--- src/rtl/nvm_ctrl_pkg.sv ---
// nvm_ctrl_pkg: register map, field positions, keys and timing for the nvm control block
// assumes a 40 MHz core clock and a 16-bit register port addressed at the printed offsets
package nvm_ctrl_pkg;

  // register offsets on the core register port
  localparam logic [15:0] ADDR_LOW_OFS  = 16'h0762;
  localparam logic [15:0] ADDR_UP_OFS   = 16'h0764;
  localparam logic [15:0] CTRL_OFS      = 16'h0920;
  localparam logic [15:0] KEY_OFS       = 16'h9920;

  // control register layout and reset value
  localparam logic [15:0] CTRL_RESET    = 16'h0000;
  localparam int          WR_BIT        = 15;
  localparam int          PERMIT_BIT    = 14;
  localparam int          ERROR_BIT     = 13;
  localparam int          TIMING_BIT    = 8;
  localparam int          OPSEL_MSB     = 6;
  localparam int          OP_ERASE_BIT  = 6;
  localparam int          OP_EEPROM_BIT = 2;
  localparam int          OP_MULTI_BIT  = 0;

  // unlock keys, in the order they must arrive
  localparam logic [7:0]  KEY_FIRST     = 8'h55;
  localparam logic [7:0]  KEY_SECOND    = 8'hAA;

  // data eeprom window in program space
  localparam logic [23:0] EE_FIRST_ADDR = 24'h7FF000;
  localparam logic [23:0] EE_LAST_ADDR  = 24'h7FFFFE;

  // operation sizes in words
  localparam logic [5:0]  ROW_WORDS     = 6'h20;
  localparam logic [5:0]  BLOCK_WORDS   = 6'h10;
  localparam logic [5:0]  SINGLE_WORD   = 6'h01;
  localparam int          LATCH_DEPTH   = 32;

  // erase or program duration
  localparam int          OP_TIME_NS    = 2000000;
  localparam int          CLK_PERIOD_NS = 25;
  localparam int          OP_CYCLES     = OP_TIME_NS / CLK_PERIOD_NS;

  typedef enum logic [1:0] {KEY_IDLE, KEY_GOT_FIRST, KEY_ARMED} key_state_type;

endpackage : nvm_ctrl_pkg

--- src/rtl/nvm_op_timer.sv ---
// nvm_op_timer: counts out one erase or program cycle
// assumes start and abort come from logic on the same clock
`timescale 1ns/100ps
`default_nettype none
module nvm_op_timer #(
  parameter int unsigned CYCLES = 80000
) (
  input  wire logic clk,
  input  wire logic reset_n,
  input  wire logic clk_en,
  input  wire logic start,
  input  wire logic abort,
  output logic      busy,
  output logic      done
);
  localparam int W = $clog2(CYCLES + 1);
  localparam logic [W-1:0] LOAD = W'(CYCLES);
  localparam logic [W-1:0] ONE  = W'(1);

  logic [W-1:0] count_reg;

  // load on start, run down to zero; abort drops the cycle at once
  always_ff @(posedge clk or negedge reset_n)
  begin
    if (!reset_n)
      count_reg <= '0;
    else if (clk_en)
    begin
      if (abort)
        count_reg <= '0;
      else if (start)
        count_reg <= LOAD;
      else if (count_reg != '0)
        count_reg <= count_reg - ONE;
    end
  end

  // done marks the last cycle; it is qualified so a frozen clock never counts it twice
  assign busy = (count_reg != '0);
  assign done = clk_en && !abort && (count_reg == ONE);

endmodule : nvm_op_timer
`default_nettype wire

--- src/rtl/nvm_program_erase_control.sv ---
// nvm_program_erase_control: key-guarded erase/program sequencer for flash rows and eeprom
// assumes core register port and table port share clk; reset requests arrive from pins
`timescale 1ns/100ps
`default_nettype none
// Functional notes
// - program flash erases or programs one 32-word row per operation
// - start bit sets only after key writes 0x55 then 0xAA
// - core stalls while a program flash cycle runs
// - hardware clears the start bit when the cycle ends
// - 32 low-word and 32 high-byte table writes fill the 96 latch bytes
// - a high-byte latch write keeps only the low 8 source bits
// - data eeprom occupies 0x7FF000 to 0x7FFFFE of program space
// - eeprom operations cover one word or a 16-word block
// - eeprom target is upper address joined with lower address
// - an eeprom write takes about 2 ms
// - eeprom cycles run in background without stalling the core
// - eeprom reads during a cycle are flagged unreliable
// - software may set the start bit but never clear it
// - start needs write enable set earlier; enable clears at power-up
// - a reset request during a cycle sets the error bit, address kept
// - completion sets a sticky done flag until software clears it
// - eeprom block erase uses address regs and block, erase, enable bits
// - the key register is write-only and reads zero
// - address registers capture the last table access address
// - start bit is control bit 15; flash cycle nominally 2 ms
module nvm_program_erase_control #(
  parameter int unsigned OP_CYCLES = nvm_ctrl_pkg::OP_CYCLES
) (
  input  wire logic        clk,
  input  wire logic        reset_n,
  input  wire logic        clk_en,
  input  wire logic [15:0] reg_addr,
  input  wire logic [15:0] reg_wdata,
  input  wire logic        reg_wr,
  input  wire logic        reg_rd,
  output logic      [15:0] reg_rdata,
  input  wire logic        tbl_wr_low,
  input  wire logic        tbl_wr_high,
  input  wire logic        tbl_rd,
  input  wire logic [23:0] tbl_addr,
  input  wire logic [15:0] tbl_wdata,
  output logic             tbl_read_unreliable,
  output logic             core_stall,
  input  wire logic        master_clear_reset,
  input  wire logic        watchdog_timeout,
  output logic             nvm_done_flag,
  input  wire logic        done_flag_clear,
  output logic             cell_start,
  output logic             cell_erase,
  output logic             cell_eeprom,
  output logic      [23:0] cell_addr,
  output logic      [5:0]  cell_word_count,
  input  wire logic [4:0]  cell_latch_index,
  output logic      [23:0] cell_latch_data
);

  // eeprom window decode, shared by latch indexing and read checks
  function automatic logic is_eeprom(input logic [23:0] a);
    is_eeprom = (a >= nvm_ctrl_pkg::EE_FIRST_ADDR) && (a <= nvm_ctrl_pkg::EE_LAST_ADDR);
  endfunction : is_eeprom

  // latch slot for a table address: rows hold 32 slots, eeprom blocks 16
  function automatic logic [4:0] latch_index(input logic [23:0] a);
    latch_index = is_eeprom(a) ? {1'b0, a[4:1]} : a[5:1];
  endfunction : latch_index

  logic                          wr_reg;
  logic                          permit_reg;
  logic                          error_reg;
  logic                          timing_reg;
  logic [6:0]                    opsel_reg;
  logic [15:0]                   addr_low_reg;
  logic [7:0]                    addr_up_reg;
  nvm_ctrl_pkg::key_state_type   key_state_reg;
  nvm_ctrl_pkg::key_state_type   key_state_next;
  logic                          done_flag_reg;
  logic [15:0]                   rdata_reg;
  logic                          unreliable_reg;
  logic                          cell_start_reg;
  logic                          cell_erase_reg;
  logic                          cell_eeprom_reg;
  logic [23:0]                   cell_addr_reg;
  logic [5:0]                    cell_count_reg;
  logic [23:0]                   cell_data_reg;
  logic [15:0]                   lat_low_reg [nvm_ctrl_pkg::LATCH_DEPTH];
  logic [7:0]                    lat_high_reg [nvm_ctrl_pkg::LATCH_DEPTH];
  logic [1:0]                    clear_sync_reg;
  logic [1:0]                    watchdog_sync_reg;
  logic                          reset_req;
  logic                          ctrl_wr;
  logic                          key_wr;
  logic                          start_op;
  logic                          op_done;
  logic                          op_busy;
  logic [23:0]                   target;
  logic [4:0]                    tbl_index;

  // reset requests come from pins, so both pass two flops before use
  always_ff @(posedge clk or negedge reset_n)
  begin
    if (!reset_n)
    begin
      clear_sync_reg    <= 2'h0;
      watchdog_sync_reg <= 2'h0;
    end
    else if (clk_en)
    begin
      clear_sync_reg    <= {clear_sync_reg[0], master_clear_reset};
      watchdog_sync_reg <= {watchdog_sync_reg[0], watchdog_timeout};
    end
  end

  assign reset_req = clear_sync_reg[1] || watchdog_sync_reg[1];
  assign ctrl_wr   = reg_wr && (reg_addr == nvm_ctrl_pkg::CTRL_OFS);
  assign key_wr    = reg_wr && (reg_addr == nvm_ctrl_pkg::KEY_OFS);
  assign target    = {addr_up_reg, addr_low_reg};
  assign tbl_index = latch_index(tbl_addr);

  // start needs the keys just before and enable set by an earlier write
  assign start_op = ctrl_wr && reg_wdata[nvm_ctrl_pkg::WR_BIT] && !wr_reg
                    && (key_state_reg == nvm_ctrl_pkg::KEY_ARMED)
                    && permit_reg && !reset_req;

  // key sequencer: any write that is not the expected next key disarms
  always_comb
  begin
    key_state_next = key_state_reg;
    if (reg_wr)
    begin
      if (key_wr && reg_wdata[7:0] == nvm_ctrl_pkg::KEY_FIRST)
        key_state_next = nvm_ctrl_pkg::KEY_GOT_FIRST;
      else if (key_wr && reg_wdata[7:0] == nvm_ctrl_pkg::KEY_SECOND
               && key_state_reg == nvm_ctrl_pkg::KEY_GOT_FIRST)
        key_state_next = nvm_ctrl_pkg::KEY_ARMED;
      else
        key_state_next = nvm_ctrl_pkg::KEY_IDLE;
    end
  end

  always_ff @(posedge clk or negedge reset_n)
  begin
    if (!reset_n)
      key_state_reg <= nvm_ctrl_pkg::KEY_IDLE;
    else if (clk_en)
      key_state_reg <= reset_req ? nvm_ctrl_pkg::KEY_IDLE : key_state_next;
  end

  // start bit: only hardware clears it, at cycle end or on a reset request that cuts the cycle short
  always_ff @(posedge clk or negedge reset_n)
  begin
    if (!reset_n)
      wr_reg <= nvm_ctrl_pkg::CTRL_RESET[nvm_ctrl_pkg::WR_BIT];
    else if (clk_en)
    begin
      if (reset_req || op_done)
        wr_reg <= 1'b0;
      else if (start_op)
        wr_reg <= 1'b1;
    end
  end

  // enable may drop mid-cycle without effect; reset requests also clear it
  always_ff @(posedge clk or negedge reset_n)
  begin
    if (!reset_n)
      permit_reg <= nvm_ctrl_pkg::CTRL_RESET[nvm_ctrl_pkg::PERMIT_BIT];
    else if (clk_en)
    begin
      if (reset_req)
        permit_reg <= 1'b0;
      else if (ctrl_wr)
        permit_reg <= reg_wdata[nvm_ctrl_pkg::PERMIT_BIT];
    end
  end

  // operation select is frozen while a cycle runs so the cell sees one request
  always_ff @(posedge clk or negedge reset_n)
  begin
    if (!reset_n)
    begin
      opsel_reg <= nvm_ctrl_pkg::CTRL_RESET[nvm_ctrl_pkg::OPSEL_MSB:0];
      timing_reg <= nvm_ctrl_pkg::CTRL_RESET[nvm_ctrl_pkg::TIMING_BIT];
    end
    else if (clk_en)
    begin
      if (reset_req)
      begin
        opsel_reg <= 7'h00;
        timing_reg <= 1'b0;
      end
      else if (ctrl_wr && !wr_reg)
      begin
        opsel_reg <= reg_wdata[nvm_ctrl_pkg::OPSEL_MSB:0];
        timing_reg <= reg_wdata[nvm_ctrl_pkg::TIMING_BIT];
      end
    end
  end

  // error bit: an interrupted cycle wins over a software clear in the same cycle
  always_ff @(posedge clk or negedge reset_n)
  begin
    if (!reset_n)
      error_reg <= nvm_ctrl_pkg::CTRL_RESET[nvm_ctrl_pkg::ERROR_BIT];
    else if (clk_en)
    begin
      if (reset_req && wr_reg)
        error_reg <= 1'b1;
      else if (ctrl_wr)
        error_reg <= reg_wdata[nvm_ctrl_pkg::ERROR_BIT];
    end
  end

  // address pair: table accesses win over software; reset requests keep it
  always_ff @(posedge clk or negedge reset_n)
  begin
    if (!reset_n)
    begin
      addr_low_reg <= 16'h0000;
      addr_up_reg  <= 8'h00;
    end
    else if (clk_en && !reset_req)
    begin
      if (tbl_wr_low || tbl_wr_high || tbl_rd)
      begin
        addr_low_reg <= tbl_addr[15:0];
        addr_up_reg  <= tbl_addr[23:16];
      end
      else if (reg_wr && reg_addr == nvm_ctrl_pkg::ADDR_LOW_OFS)
        addr_low_reg <= reg_wdata;
      else if (reg_wr && reg_addr == nvm_ctrl_pkg::ADDR_UP_OFS)
        addr_up_reg <= reg_wdata[7:0];
    end
  end

  // write latches: one slot per word, low word and high byte loaded apart
  genvar gi;
  generate
    for (gi = 0; gi < nvm_ctrl_pkg::LATCH_DEPTH; gi++)
    begin : g_latch
      always_ff @(posedge clk or negedge reset_n)
      begin
        if (!reset_n)
        begin
          lat_low_reg[gi]  <= 16'h0000;
          lat_high_reg[gi] <= 8'h00;
        end
        else if (clk_en && tbl_index == 5'(gi))
        begin
          if (tbl_wr_low)
            lat_low_reg[gi] <= tbl_wdata;
          if (tbl_wr_high && !is_eeprom(tbl_addr))
            lat_high_reg[gi] <= tbl_wdata[7:0];
        end
      end
    end
  endgenerate

  // latch readout for the cell array, registered to keep the path short
  always_ff @(posedge clk or negedge reset_n)
  begin
    if (!reset_n)
      cell_data_reg <= 24'h000000;
    else if (clk_en)
      cell_data_reg <= {lat_high_reg[cell_latch_index], lat_low_reg[cell_latch_index]};
  end

  // one pulse per started cycle, with the aligned target and word count
  always_ff @(posedge clk or negedge reset_n)
  begin
    if (!reset_n)
    begin
      cell_start_reg  <= 1'b0;
      cell_erase_reg  <= 1'b0;
      cell_eeprom_reg <= 1'b0;
      cell_addr_reg   <= 24'h000000;
      cell_count_reg  <= 6'h00;
    end
    else if (clk_en)
    begin
      cell_start_reg <= start_op;
      if (start_op)
      begin
        // the start write also loads op select, so take the fields from that write
        cell_erase_reg  <= reg_wdata[nvm_ctrl_pkg::OP_ERASE_BIT];
        cell_eeprom_reg <= reg_wdata[nvm_ctrl_pkg::OP_EEPROM_BIT];
        if (!reg_wdata[nvm_ctrl_pkg::OP_EEPROM_BIT])
        begin
          cell_addr_reg  <= {target[23:6], 6'h00};
          cell_count_reg <= nvm_ctrl_pkg::ROW_WORDS;
        end
        else if (reg_wdata[nvm_ctrl_pkg::OP_MULTI_BIT])
        begin
          cell_addr_reg  <= {target[23:5], 5'h00};
          cell_count_reg <= nvm_ctrl_pkg::BLOCK_WORDS;
        end
        else
        begin
          cell_addr_reg  <= {target[23:1], 1'b0};
          cell_count_reg <= nvm_ctrl_pkg::SINGLE_WORD;
        end
      end
    end
  end

  // cycle timer; the same count serves flash and eeprom cycles
  nvm_op_timer #(
    .CYCLES (OP_CYCLES)
  ) u_timer (
    .clk     (clk),
    .reset_n (reset_n),
    .clk_en  (clk_en),
    .start   (start_op),
    .abort   (reset_req),
    .busy    (op_busy),
    .done    (op_done)
  );

  // done flag: completion wins over a clear arriving in the same cycle
  always_ff @(posedge clk or negedge reset_n)
  begin
    if (!reset_n)
      done_flag_reg <= 1'b0;
    else if (clk_en)
    begin
      if (op_done)
        done_flag_reg <= 1'b1;
      else if (done_flag_clear)
        done_flag_reg <= 1'b0;
    end
  end

  // eeprom reads taken during a cycle are marked, not blocked
  always_ff @(posedge clk or negedge reset_n)
  begin
    if (!reset_n)
      unreliable_reg <= 1'b0;
    else if (clk_en)
      unreliable_reg <= tbl_rd && is_eeprom(tbl_addr) && wr_reg;
  end

  // register read data, one cycle after the strobe; key and unmapped read zero
  always_ff @(posedge clk or negedge reset_n)
  begin
    if (!reset_n)
      rdata_reg <= 16'h0000;
    else if (clk_en)
    begin
      rdata_reg <= 16'h0000;
      if (reg_rd)
      begin
        unique case (reg_addr)
          nvm_ctrl_pkg::ADDR_LOW_OFS: rdata_reg <= addr_low_reg;
          nvm_ctrl_pkg::ADDR_UP_OFS:  rdata_reg <= {8'h00, addr_up_reg};
          nvm_ctrl_pkg::CTRL_OFS:     rdata_reg <= {wr_reg, permit_reg, error_reg, 4'h0,
                                                    timing_reg, 1'b0, opsel_reg};
          default:                    rdata_reg <= 16'h0000;
        endcase
      end
    end
  end

  // stall only for flash cycles; eeprom cycles run in the background
  assign core_stall = wr_reg && !opsel_reg[nvm_ctrl_pkg::OP_EEPROM_BIT];

  assign reg_rdata           = rdata_reg;
  assign tbl_read_unreliable = unreliable_reg;
  assign nvm_done_flag       = done_flag_reg;
  assign cell_start          = cell_start_reg;
  assign cell_erase          = cell_erase_reg;
  assign cell_eeprom         = cell_eeprom_reg;
  assign cell_addr           = cell_addr_reg;
  assign cell_word_count     = cell_count_reg;
  assign cell_latch_data     = cell_data_reg;
endmodule : nvm_program_erase_control
`default_nettype wire
--- config.mk ---
export PLATFORM = sky130hd
export DESIGN_NAME = nvm_program_erase_control
export DESIGN_NICKNAME = d
export VERILOG_FILES = /design/src/rtl/nvm_ctrl_pkg.sv /design/src/rtl/nvm_op_timer.sv /design/src/rtl/nvm_program_erase_control.sv
export SDC_FILE = /design/constraint.sdc
export NUM_CORES = 1
export LEC_CHECK = 0
export BUFFER_PORTS_ARGS = -buffer_cell sky130_fd_sc_hd__buf_2
export CORE_MARGIN = 4
export CORE_UTILIZATION = 62
export CTS_CLUSTER_DIAMETER = 40
export DETAILED_ROUTE_END_ITERATION = 12
export GPL_TIMING_DRIVEN = 0
export PLACE_DENSITY = 0.77
export SYNTH_ARGS = -nofsm -noshare
export SYNTH_HDL_FRONTEND = slang
export SYNTH_SLANG_ARGS = --single-unit
--- constraint.sdc ---
create_clock -name clk -period 2.3 [get_ports clk]
set_input_delay 0.23 -clock clk [delete_from_list [all_inputs] [get_ports clk]]
set_output_delay 0.23 -clock clk [all_outputs]
set_load 0.01 [all_outputs]
==> After elaboration in Yosys (flattened, before gate mapping) <==
Cells that the tools add are included.
{ "word_totals": {"regBits": 901, "input_bits": 88, "output_inout_bits": 76, "word_cells": 313} }
{ "op_classes": {"add_sub_neg": 1, "magnitude_cmp": 3, "n_eq_ne": 41, "mux": 37, "bitwise_logic": 1, "n_reduce_logical": 146} }
{ "op_table": {"columns": ["cell", "n"], "rows": [
  ["2-bit AND reduction", 73],
  ["16-bit binary-select mux with 5-bit select", 1],
  ["5-bit == test, second input constant", 16],
  ["16-bit two-way mux", 5],
  ["1-bit logical AND", 53],
  ["17-bit two-way mux", 3],
  ["16-bit case mux with 3 select lines", 1],
  ["8-bit binary-select mux with 5-bit select", 1],
  ["5-bit by 4-bit == test with 1-bit output, second input constant", 8],
  ["8-bit two-way mux", 5],
  ["16-bit by 11-bit == test with 1-bit output, second input constant", 2],
  ["24-bit by 23-bit greater-or-equal comparator with 1-bit output, second input constant", 1],
  ["24-bit by 23-bit <= comparator with 1-bit output, second input constant", 1],
  ["5-bit by 3-bit == test with 1-bit output, second input constant", 4],
  ["17-bit by 1-bit == test with 1-bit output, second input constant", 1],
  ["17-bit nonzero test", 1],
  ["17-bit by 1-bit subtractor with 17-bit output, second input constant", 1],
  ["16-bit by 12-bit == test with 1-bit output, second input constant", 1],
  ["16-bit == test, second input constant", 1],
  ["2-bit nonzero test", 8],
  ["5-bit two-way mux", 3],
  ["7-bit two-way mux", 2],
  ["6-bit two-way mux", 2],
  ["5-bit by 2-bit == test with 1-bit output, second input constant", 2],
  ["15 further kinds", 33]
]} }

==> Longest topological paths before layout <==
Gate-level depths: netlist of the first run.
{ "depth": {"word_depth": 9, "depth_mapped": 8, "depth_no_buf": 7} }

==> Modules after synthesis <==
A second synthesis of the first run with hierarchy kept.
{ "hier_totals": {"hier_cells": 2876, "hier_area_um2": 41065.6} }
{ "modules_own_cells": {"columns": ["module", "instances", "cells_each", "area_per_inst_um2", "seq_area_each_um2"], "rows": [
  ["nvm_program_erase_control", 1, 2757, 40013.4, 22021.1],
  ["nvm_op_timer", 1, 119, 1052.3, 425.4]
]} }

==> Worst setup path before layout of the first run <==
No wires, ideal clock.
{ "synth_path": {"path_kind": "input to register", "from": "input port tbl_addr[5]", "to": "register lat_low_reg[37] (netlist bit)", "setup_time_ps": 125, "arrival_ps": 1991, "required_ps": 2175, "path_slack_ps": 185, "stages": 8, "n_path_buf": 3, "path_cell_list": "buf_2 -> nand4_1 -> nor3_4 -> o211ai_4 -> buf_6 -> nor2_4 -> buf_6 -> mux2_2"} }
{ "synth_between": {"elab_chain_cells": 6, "elab_cells_between_ends": 7, "cone_classes": "2 x order compare; 1 x eq/ne; 1 x mux; 3 x reduce/logical"} }
{ "synth_lines": {"columns": ["element", "line_no", "source"], "rows": [
  ["start, declared", "nvm_program_erase_control.sv:40", "input wire logic [23:0] tbl_addr,"],
  ["24-bit by 23-bit greater-or-equal comparator with 1-bit output / 24-bit by 23-bit <= comparator with 1-bit output (equally long branches)", "nvm_program_erase_control.sv:59", "is_eeprom = (a >= nvm_ctrl_pkg::EE_FIRST_ADDR) && (a <= nvm_ctrl_pkg::EE_LAST_ADDR);"],
  ["1-bit logical AND", "nvm_program_erase_control.sv:59", null],
  ["5-bit two-way mux (*)", "nvm_program_erase_control.sv:64", "latch_index = is_eeprom(a) ? {1'b0, a[4:1]} : a[5:1];"],
  ["5-bit == test (*)", "nvm_program_erase_control.sv:247", "else if (clk_en && tbl_index == 5'(gi))"],
  ["1-bit logical AND (*)", "nvm_program_erase_control.sv:247", null],
  ["2-bit AND reduction (no line) (*)", null, null],
  ["end signal, assigned by index", "nvm_program_erase_control.sv:250", "lat_low_reg[gi] <= tbl_wdata;"],
  ["end, declared", "nvm_program_erase_control.sv:85", "logic [15:0] lat_low_reg [nvm_ctrl_pkg::LATCH_DEPTH];"]
]} }
Every way passes the cells marked *; elsewhere a longest branch is shown, timed or not.
A chain may end at the register's enable or synchronous reset.

==> Final worst setup path of the first run <==
{ "layout_path": {"from": "input port tbl_addr[14]", "to": "register lat_low_reg[118] (netlist bit)"} }
{ "layout_between": {"elab_chain_cells": 6, "elab_cells_between_ends": 7, "cone_classes": "2 x order compare; 1 x eq/ne; 1 x mux; 3 x reduce/logical"} }
{ "layout_lines": {"columns": ["element", "line_no"], "rows": [
  ["24-bit by 23-bit greater-or-equal comparator with 1-bit output / 24-bit by 23-bit <= comparator with 1-bit output (equally long branches)", "nvm_program_erase_control.sv:59"],
  ["1-bit logical AND (*)", "nvm_program_erase_control.sv:59"],
  ["5-bit two-way mux (*)", "nvm_program_erase_control.sv:64"],
  ["5-bit == test (*)", "nvm_program_erase_control.sv:247"],
  ["1-bit logical AND (*)", "nvm_program_erase_control.sv:247"],
  ["2-bit AND reduction (no line) (*)", null]
]} }
Marked as above.

==> results of run 1 <==
## where the power goes
group | total (W) | switching [W] | leakage [nW] | internal [W]
Clock | 0.0198 | 0.00759 | 2.10 | 0.0122
Combinational | 0.00633 | 0.00328 | 9.24 | 0.00305
Sequential | 0.0193 | 0.00137 | 11.9 | 0.0179
## placed cells by master (no fill, tap or decap), drive strengths merged, types with 25 or more instances in the layout
cell and instances:
dfrtp 897, mux2 843, clkbuf 276, buf 259
mux2i 173, nand2 169, nor2 86, mux4 82
dlygate4sd3 56, a22oi 53, nand4 41, o21ai 40
o2bb2ai 39, inv 36, nand3 35, clkinv 30
o22ai 25
## worst min-delay path by stage
stage                                     to  slack, ps  cells after the start
after global routing         addr_low_reg[5]         90                      4
after CTS                    addr_low_reg[5]         20                      4
after floorplan              addr_low_reg[0]        -70                      0
after detailed placement  cell_word_count[4]        350                      1
final                        addr_low_reg[5]         70                      4
after global placement          cell_addr[7]        450                      2
## layout make-up
cell class | instances | area, µm² | share of cell area, %
tap | 864 | 1080 | 2.23
clock inverter | 85 | 1080 | 2.23
multi-input combinational | 1812 | 17900 | 36.9
sequential | 897 | 22400 | 46.2
buffer | 230 | 1140 | 2.35
timing repair buffer | 221 | 1590 | 3.28
antenna | 7 | 17.5 | 0.0361
inverter | 11 | 41.3 | 0.0850
clock buffer | 142 | 3240 | 6.67
## through the flow
step                TNS [ps]  cells  instance area, µm²  power, W
finish                     0   4269               48500    0.0455
global placement           -   3960               43200    0.0251
CTS                        0   4256               48400    0.0453
detailed placement   -185770   3969               43400    0.0256
global route           -54.8   4266               48500    0.0469
floorplan                  0   2950               41400    0.0232
## worst min-delay path, stage by stage
cell,delay [ps]
sky130_fd_sc_hd__buf_2,210
sky130_fd_sc_hd__nand2_1,70
sky130_fd_sc_hd__nand2_1,70
sky130_fd_sc_hd__mux2_2,130
## metal layers
| metal | routed length (µm) | part of all wire [%] | vias to the layer above |
|---|---|---|---|
| met1 | 50900 | 40 | 14800 |
| met4 | 7040 | 5.5 | 4 |
| met5 | 24 | 0.019 | - |
| met2 | 58200 | 45 | 1483 |
| met3 | 12100 | 9.5 | 384 |
| li1 | - | - | 11700 |
## kinds of logic (layout without fill, tap and decap cells)
group / after synthesis / in the layout / share of synthesized area, %
muxes: 1098 / 1098 / 31.6
DFF: 897 / 897 / 54.3
and+or+nand+nor: 413 / 413 / 6.01
AOI/OAI and AO/OA: 294 / 294 / 5.31
buffers and inverters: 241 / 689 / 2.74
adders and majority gates: 3 / 3 / 0.0907
other: 1 / 11 / 0.00906
## repair_timing
item | 4_1_cts | 5_1_grt
setup endpoints to repair | 60 | 168
gates cloned | 0 | 0
gates resized for setup | 18 | 33
pin swaps | 0 | 2
hold endpoints to repair | 171 | 0
hold buffers | 56 | 0
buffers inserted | 4 | 6
==> impl_summary.log, run 1 <==
INFO  metric outcome = finished with violations
INFO  metric violations = max-capacitance violations
INFO  metric dr.pass1.iters = 6
INFO  metric clk_root_buffer_cell = sky130_fd_sc_hd__clkbuf_16
INFO  metric tritoncts = built
INFO  metric pin_count_of_the_biggest_net_entering_global_routing = 129
INFO  metric drv_slew = 0
INFO  metric pwr_density_cell = 937 nW/µm²
INFO  metric globalRouteMet3Util = 9.78%
INFO  metric worst_slack = around 1.5 ps
INFO  metric htree_num_levels = 3
INFO  metric critical_path.reg2reg.endpoint = cell_addr[6]
INFO  metric final_layout_size_suffix_gt1_share = 44.0%
INFO  metric finalHoldViolations = 0
INFO  metric largest_reg_flops = 512
INFO  metric critical-path-top-delay-family = buffers and inverters
INFO  metric worstSetupPathDepth = 8
INFO  metric final.fill_count = 4,171
INFO  metric drc_errors = 0
INFO  metric finalSetupViolations = 0
INFO  metric yosysWarningCount = 0
INFO  metric synth_commonest_cells = 897 x sky130_fd_sc_hd__dfrtp_1, 840 x sky130_fd_sc_hd__mux2_2, 173 x sky130_fd_sc_hd__mux2i_1
INFO  metric grt_use_met1 = 49.7%
INFO  metric design.core.area = 66,000 µm²
INFO  metric ant_nets = 0
INFO  metric io_buffers = 146
INFO  metric finalCritPeriodShare = 99.9%
INFO  metric place_ws = -1330 ps
INFO  metric syn_inst = 2,947
INFO  metric global_route_wire_length_before_repair = 191,000 µm
INFO  metric place.detailed.hpwl = slightly above 90,000 µm
INFO  metric timing.rr.start = watchdog_sync_reg[1]
INFO  metric max_slew.worst_pin.slew = 1500 ps
INFO  metric worstSetupEndpointType = flop
INFO  metric area_growth_syn_to_layout = 17.3%
INFO  metric max-vdd-ir-drop = 0.000711 V
INFO  metric synth_top_area_share = 54.3%
INFO  metric grtUsageTotal = 36.4%
INFO  metric post-route-min-period = between 2000 and 2500 ps
INFO  metric initial_utilization = 62.7%
INFO  metric timing.critical_path.slowest_stage_cell = sky130_fd_sc_hd__nor2_2
INFO  metric synth.ff_latch_count = 897
INFO  metric synth.largest_area_cell = sky130_fd_sc_hd__dfrtp_1
INFO  metric drt_wl_total = 128,000 µm
INFO  metric yosys.cell_count.top_type = sky130_fd_sc_hd__dfrtp_1
INFO  metric count_of_flip_flops_with_a_built_in_enable_after_synthesis = 0
INFO  metric top_level_ports = 164
INFO  metric synthTopCellsByArea = sky130_fd_sc_hd__dfrtp_1 54%, sky130_fd_sc_hd__mux2_2 23%, sky130_fd_sc_hd__mux4_2 4.5%, sky130_fd_sc_hd__mux2i_1 4.2%, sky130_fd_sc_hd__nand2_1 1.5%
INFO  metric hold_path.class = in2reg
INFO  metric total_via_count_in_the_routed_design = 28,300
INFO  metric synth-main-ff-cell = sky130_fd_sc_hd__dfrtp_1
INFO  metric netlist_area_pre_place = 41,400 µm²
INFO  metric clock_insertion_delay_worst_skew = 700 ps
INFO  metric ff2ff_path_depth = 8
INFO  metric cts_inserted_buffers = between 100 and 150
INFO  metric critPathLaunch = tbl_addr[14]
INFO  metric cp-endpoint = lat_low_reg[118]
INFO  metric wl_per_cell = approximately 30 µm
INFO  metric rows = 94
INFO  metric grt_use_met2 = 55.4%
INFO  metric syn_avg_cell_area = 14.0 µm²
INFO  metric crit_path_kind = in2reg
INFO  metric dieWidth = 266 µm
INFO  metric synth_seq_area_share = 54.3%
INFO  metric startpoint_type = primary input
INFO  metric worstHoldStart = tbl_addr[5]
INFO  metric maxCapViolCount = 1
INFO  metric timing.slew.headroom = 0.275%
INFO  metric synthArstFlopShare = 100%
INFO  metric grt_busiest_layer = met2
INFO  metric reg2reg_slack = 110 ps
INFO  metric crit_required = 2860 ps
INFO  metric yosysUniqueCellTypes = 75
INFO  metric die_h = 266 µm
INFO  metric antenna_violations_before_repair = 8
INFO  metric final_core_utilization = between 70% and 80%
INFO  metric fin_hold_ws = 65.2 ps
INFO  metric maxClockFrequency = 435 MHz
INFO  metric rsz0062_at_grt = yes
INFO  metric nNetsFinal = 3,384
INFO  metric tritoncts_num_sinks = 897
INFO  metric first_iter_violations = 2,954
INFO  metric highest_cell_delay_on_the_worst_timing_path = 620 ps
INFO  metric routed_via_density = 6.64
INFO  metric gr-total-overflow = 0
INFO  metric worst_clock_skew = between 15 and 20 ps
INFO  metric clk_slew_on_worst_s_h_paths = about 60 ps
INFO  metric total_die_area = just over 70,000 µm²
INFO  metric vias_in_the_first_global_route = 29,400
INFO  metric path_max_fanout = 10
INFO  metric crit_buf_inv = 3
INFO  metric crit_chain = dlygate4sd3_1 > buf_2 > and4_1 > nand3_2 > o211ai_4 > nor2_2 > buf_4 > mux2_2
INFO  metric place.gp.congestion = 0.962
INFO  metric cp.arrival = 2860 ps
INFO  metric max-clock-path-buffers = 3
INFO  metric p_leak = roughly 23 nW
No activity file was read; power rests on OpenSTA's default activity.
==> inputs of run 2 (changes only) <==
--- a/config.mk
+++ b/config.mk
@@ -11,7 +11,7 @@
 export CTS_CLUSTER_DIAMETER = 40
 export DETAILED_ROUTE_END_ITERATION = 12
 export GPL_TIMING_DRIVEN = 0
-export PLACE_DENSITY = 0.77
+export PLACE_DENSITY = 0.9
 export SYNTH_ARGS = -nofsm -noshare
 export SYNTH_HDL_FRONTEND = slang
 export SYNTH_SLANG_ARGS = --single-unit
==> impl_summary.log, run 2 (same netlist as run 1, synthesis figures left out) <==
INFO  metric layout_commonest_cell = sky130_fd_sc_hd__dfrtp_1
INFO  metric timing.rr.start = watchdog_sync_reg[1]
INFO  metric clock_insertion_delay_worst_skew = 730 ps
INFO  metric maxCapViolCount = 0
INFO  metric gr-total-overflow = 0
INFO  metric first_iter_violations = 3,638
INFO  metric final.fill_count = ~3,700
INFO  metric cp.arrival = 3000 ps
INFO  metric outcome = finished with violations
INFO  metric die_h = 266 µm
INFO  metric drv_slew = 0
INFO  metric fin_hold_ws = 15.9 ps
INFO  metric max-vdd-ir-drop = 0.000737 V
INFO  metric maxClockFrequency = 420 MHz
INFO  metric post-route-min-period = 2380 ps
INFO  metric timing.slew.headroom = 9.36%
INFO  metric highest_cell_delay_on_the_worst_timing_path = approximately 750 ps
INFO  metric cts_inserted_buffers = 119
INFO  metric hold-path-endpoint = error_reg
INFO  metric hold_path.class = in2reg
INFO  metric critPathLaunch = clk_en
INFO  metric io_buffers = 146
INFO  metric routed_via_density = 7.03
INFO  metric ff2ff_path_depth = 7
INFO  metric multi_input_area = ~18,000 µm²
INFO  metric largest_reg_flops = 512
INFO  metric final-seq-area = 22,400 µm²
INFO  metric top_level_ports = between 150 and 200
INFO  metric place.detailed.hpwl = 90,600 µm
INFO  metric area_growth_syn_to_layout = 17.5%
INFO  metric clk_root_buffer_cell = sky130_fd_sc_hd__clkbuf_16
INFO  metric total_via_count_in_the_routed_design = 29,900
INFO  metric critical_path.reg2reg.endpoint = key_state_reg[0]
INFO  metric critical-path-top-cell-by-count = sky130_fd_sc_hd__clkbuf_1
INFO  metric pwr_density_cell = a little under 1000 nW/µm²
INFO  metric dieWidth = 266 µm
INFO  metric clk_slew_on_worst_s_h_paths = 60 ps
INFO  metric tritoncts = built
INFO  metric critical-path-top-delay-family = buffers and inverters
INFO  metric pin_count_of_the_biggest_net_entering_global_routing = 134
INFO  metric ant_nets = 0
INFO  metric crit_required = between 2000 and 3000 ps
INFO  metric total_die_area = 70,900 µm²
INFO  metric worstSetupEndpointType = flop
INFO  metric vias_in_the_first_global_route = 31,300
INFO  metric nNetsFinal = 3,373
INFO  metric crit_path_kind = in2reg
INFO  metric final_layout_size_suffix_gt1_share = ~44%
INFO  metric htree_num_levels = 3
INFO  metric finalHoldViolations = 0
INFO  metric antenna_violations_before_repair = 7
INFO  metric max_slew.worst_pin.slew = 1360 ps
INFO  metric initial_utilization = 62.7%
INFO  metric max-clock-path-buffers = 3
INFO  metric worst_clock_skew = 66.3 ps
INFO  metric crit_chain = buf_2 > inv_1 > clkbuf_1 > clkbuf_1 > clkbuf_1 > o2bb2ai_1
INFO  metric worstHoldStart = reg_wdata[13]
INFO  metric p_leak = ~23 nW
INFO  metric finalCritPeriodShare = 104%
INFO  metric dr.pass1.iters = 7
INFO  metric global_route_wire_length_before_repair = 202,000 µm
INFO  metric tritoncts_num_sinks = 897
INFO  metric startpoint_type = primary input
INFO  metric grtUsageTotal = 38.5%
INFO  metric hold_depth = 4
INFO  metric design.core.area = between 60,000 and 70,000 µm²
INFO  metric timing.critical_path.slowest_stage_cell = sky130_fd_sc_hd__clkbuf_1
INFO  metric violations = negative setup slack
INFO  metric rows = 94
INFO  metric place.gp.congestion = 1.02
INFO  metric drt_wl_total = around 140,000 µm
INFO  metric drc_errors = 0
INFO  metric crit_buf_inv = 5
INFO  metric wl_per_cell = ~32 µm
INFO  metric most_frequent_cells_in_the_layout = 897 x sky130_fd_sc_hd__dfrtp_1, 840 x sky130_fd_sc_hd__mux2_2, 186 x sky130_fd_sc_hd__buf_2
INFO  metric worst_slack = -81.9 ps
INFO  metric path_max_fanout = 10
INFO  metric reg2reg_slack = roughly 100 ps
INFO  metric total_power = 0.0467 W
INFO  metric finalSetupViolations = 13
## run 2: changes by cell type in the layout (fill, tap and decap cells not counted), sizes merged
cell | before | now
inv | 36 | 34
clkinvlp | 12 | 9
clkinv | 30 | 21
dlygate4sd3 | 56 | 53
clkdlybuf4s15 | 2 | 4
diode | 7 | 4
buf | 259 | 254
clkbuf | 276 | 271
bufinv | 18 | 26
## run 2: final cells by class
class,instances,share of cell area (%)
clock buffers,141,6.56
diodes,4,0.0206
clock inverters,79,2.71
inverters,11,0.0850
well taps,864,2.22
repair buffers,212,3.10
plain buffers,229,2.35
flip-flops and latches,897,46.2
multi-input cells,1812,36.8
## run 2: how the worst max path moves through the flow
stage / to / slack (ps) / cells past startpoint
3_5_place_dp: cell_latch_data[4] / -1150 / 7
4_1_cts: addr_low_reg[12] / -30 / 5
3_3_place_gp: lat_low_reg[264] / -16580 / 1
6_report: cell_latch_data[15] / -80 / 6
5_1_grt: u_timer.count_reg[13] / -20 / 7
2_1_floorplan: lat_low_reg[37] / 180 / 8
## run 2: routing by layer
metal / up-vias / GRT usage (%) / wire (µm)
met5: - / 0 / 18
met4: 4 / 22.8 / 10300
met3: 690 / 11.7 / 15800
met2: 2264 / 58.8 / 61400
met1: 15300 / 49.0 / 49300
li1: 11600 / - / -
## run 2: report_power, final
group          switching [W]  internal (W)  leakage (nW)  total [W]
logic                0.00340       0.00303          9.18    0.00643
registers            0.00153        0.0179          11.9     0.0195
clock network        0.00778        0.0130          2.17     0.0208
## run 2: repair_timing
action / 4_1_cts / 5_1_grt
resized for setup: 18 / 22
endpoints found under the setup margin: 60 / 49
pin swaps: 0 / 3
buffers inserted: 0 / 5
hold buffers: 53 / 0
gates cloned: 0 / 0
hold endpoints to repair: 132 / 0
## run 2: worst reg2reg max path: stages (launching register included)
cell                            delay, ps
sky130_fd_sc_hd__dfrtp_1              390
sky130_fd_sc_hd__or2_2                290
sky130_fd_sc_hd__clkbuf_1             230
sky130_fd_sc_hd__nor2_2               230
sky130_fd_sc_hd__and3_1               180
sky130_fd_sc_hd__nand3_1              100
sky130_fd_sc_hd__o21ai_1              140
sky130_fd_sc_hd__dlygate4sd3_1        580
## run 2: through the flow
stage | util [%] | instances | TNS, ps | area (µm²) | setup WS [ps]
after floorplan | - | 2950 | 0 | 41400 | 185
after global routing | 73.6 | 4246 | -21.7 | 48600 | -21.7
final | 73.7 | 4249 | -403 | 48600 | -81.9
after CTS | 73.5 | 4240 | -270 | 48500 | -26.0
after global placement | 65.5 | 3960 | - | 43200 | -16580
after detailed placement | 65.8 | 3968 | -214330 | 43400 | -1150
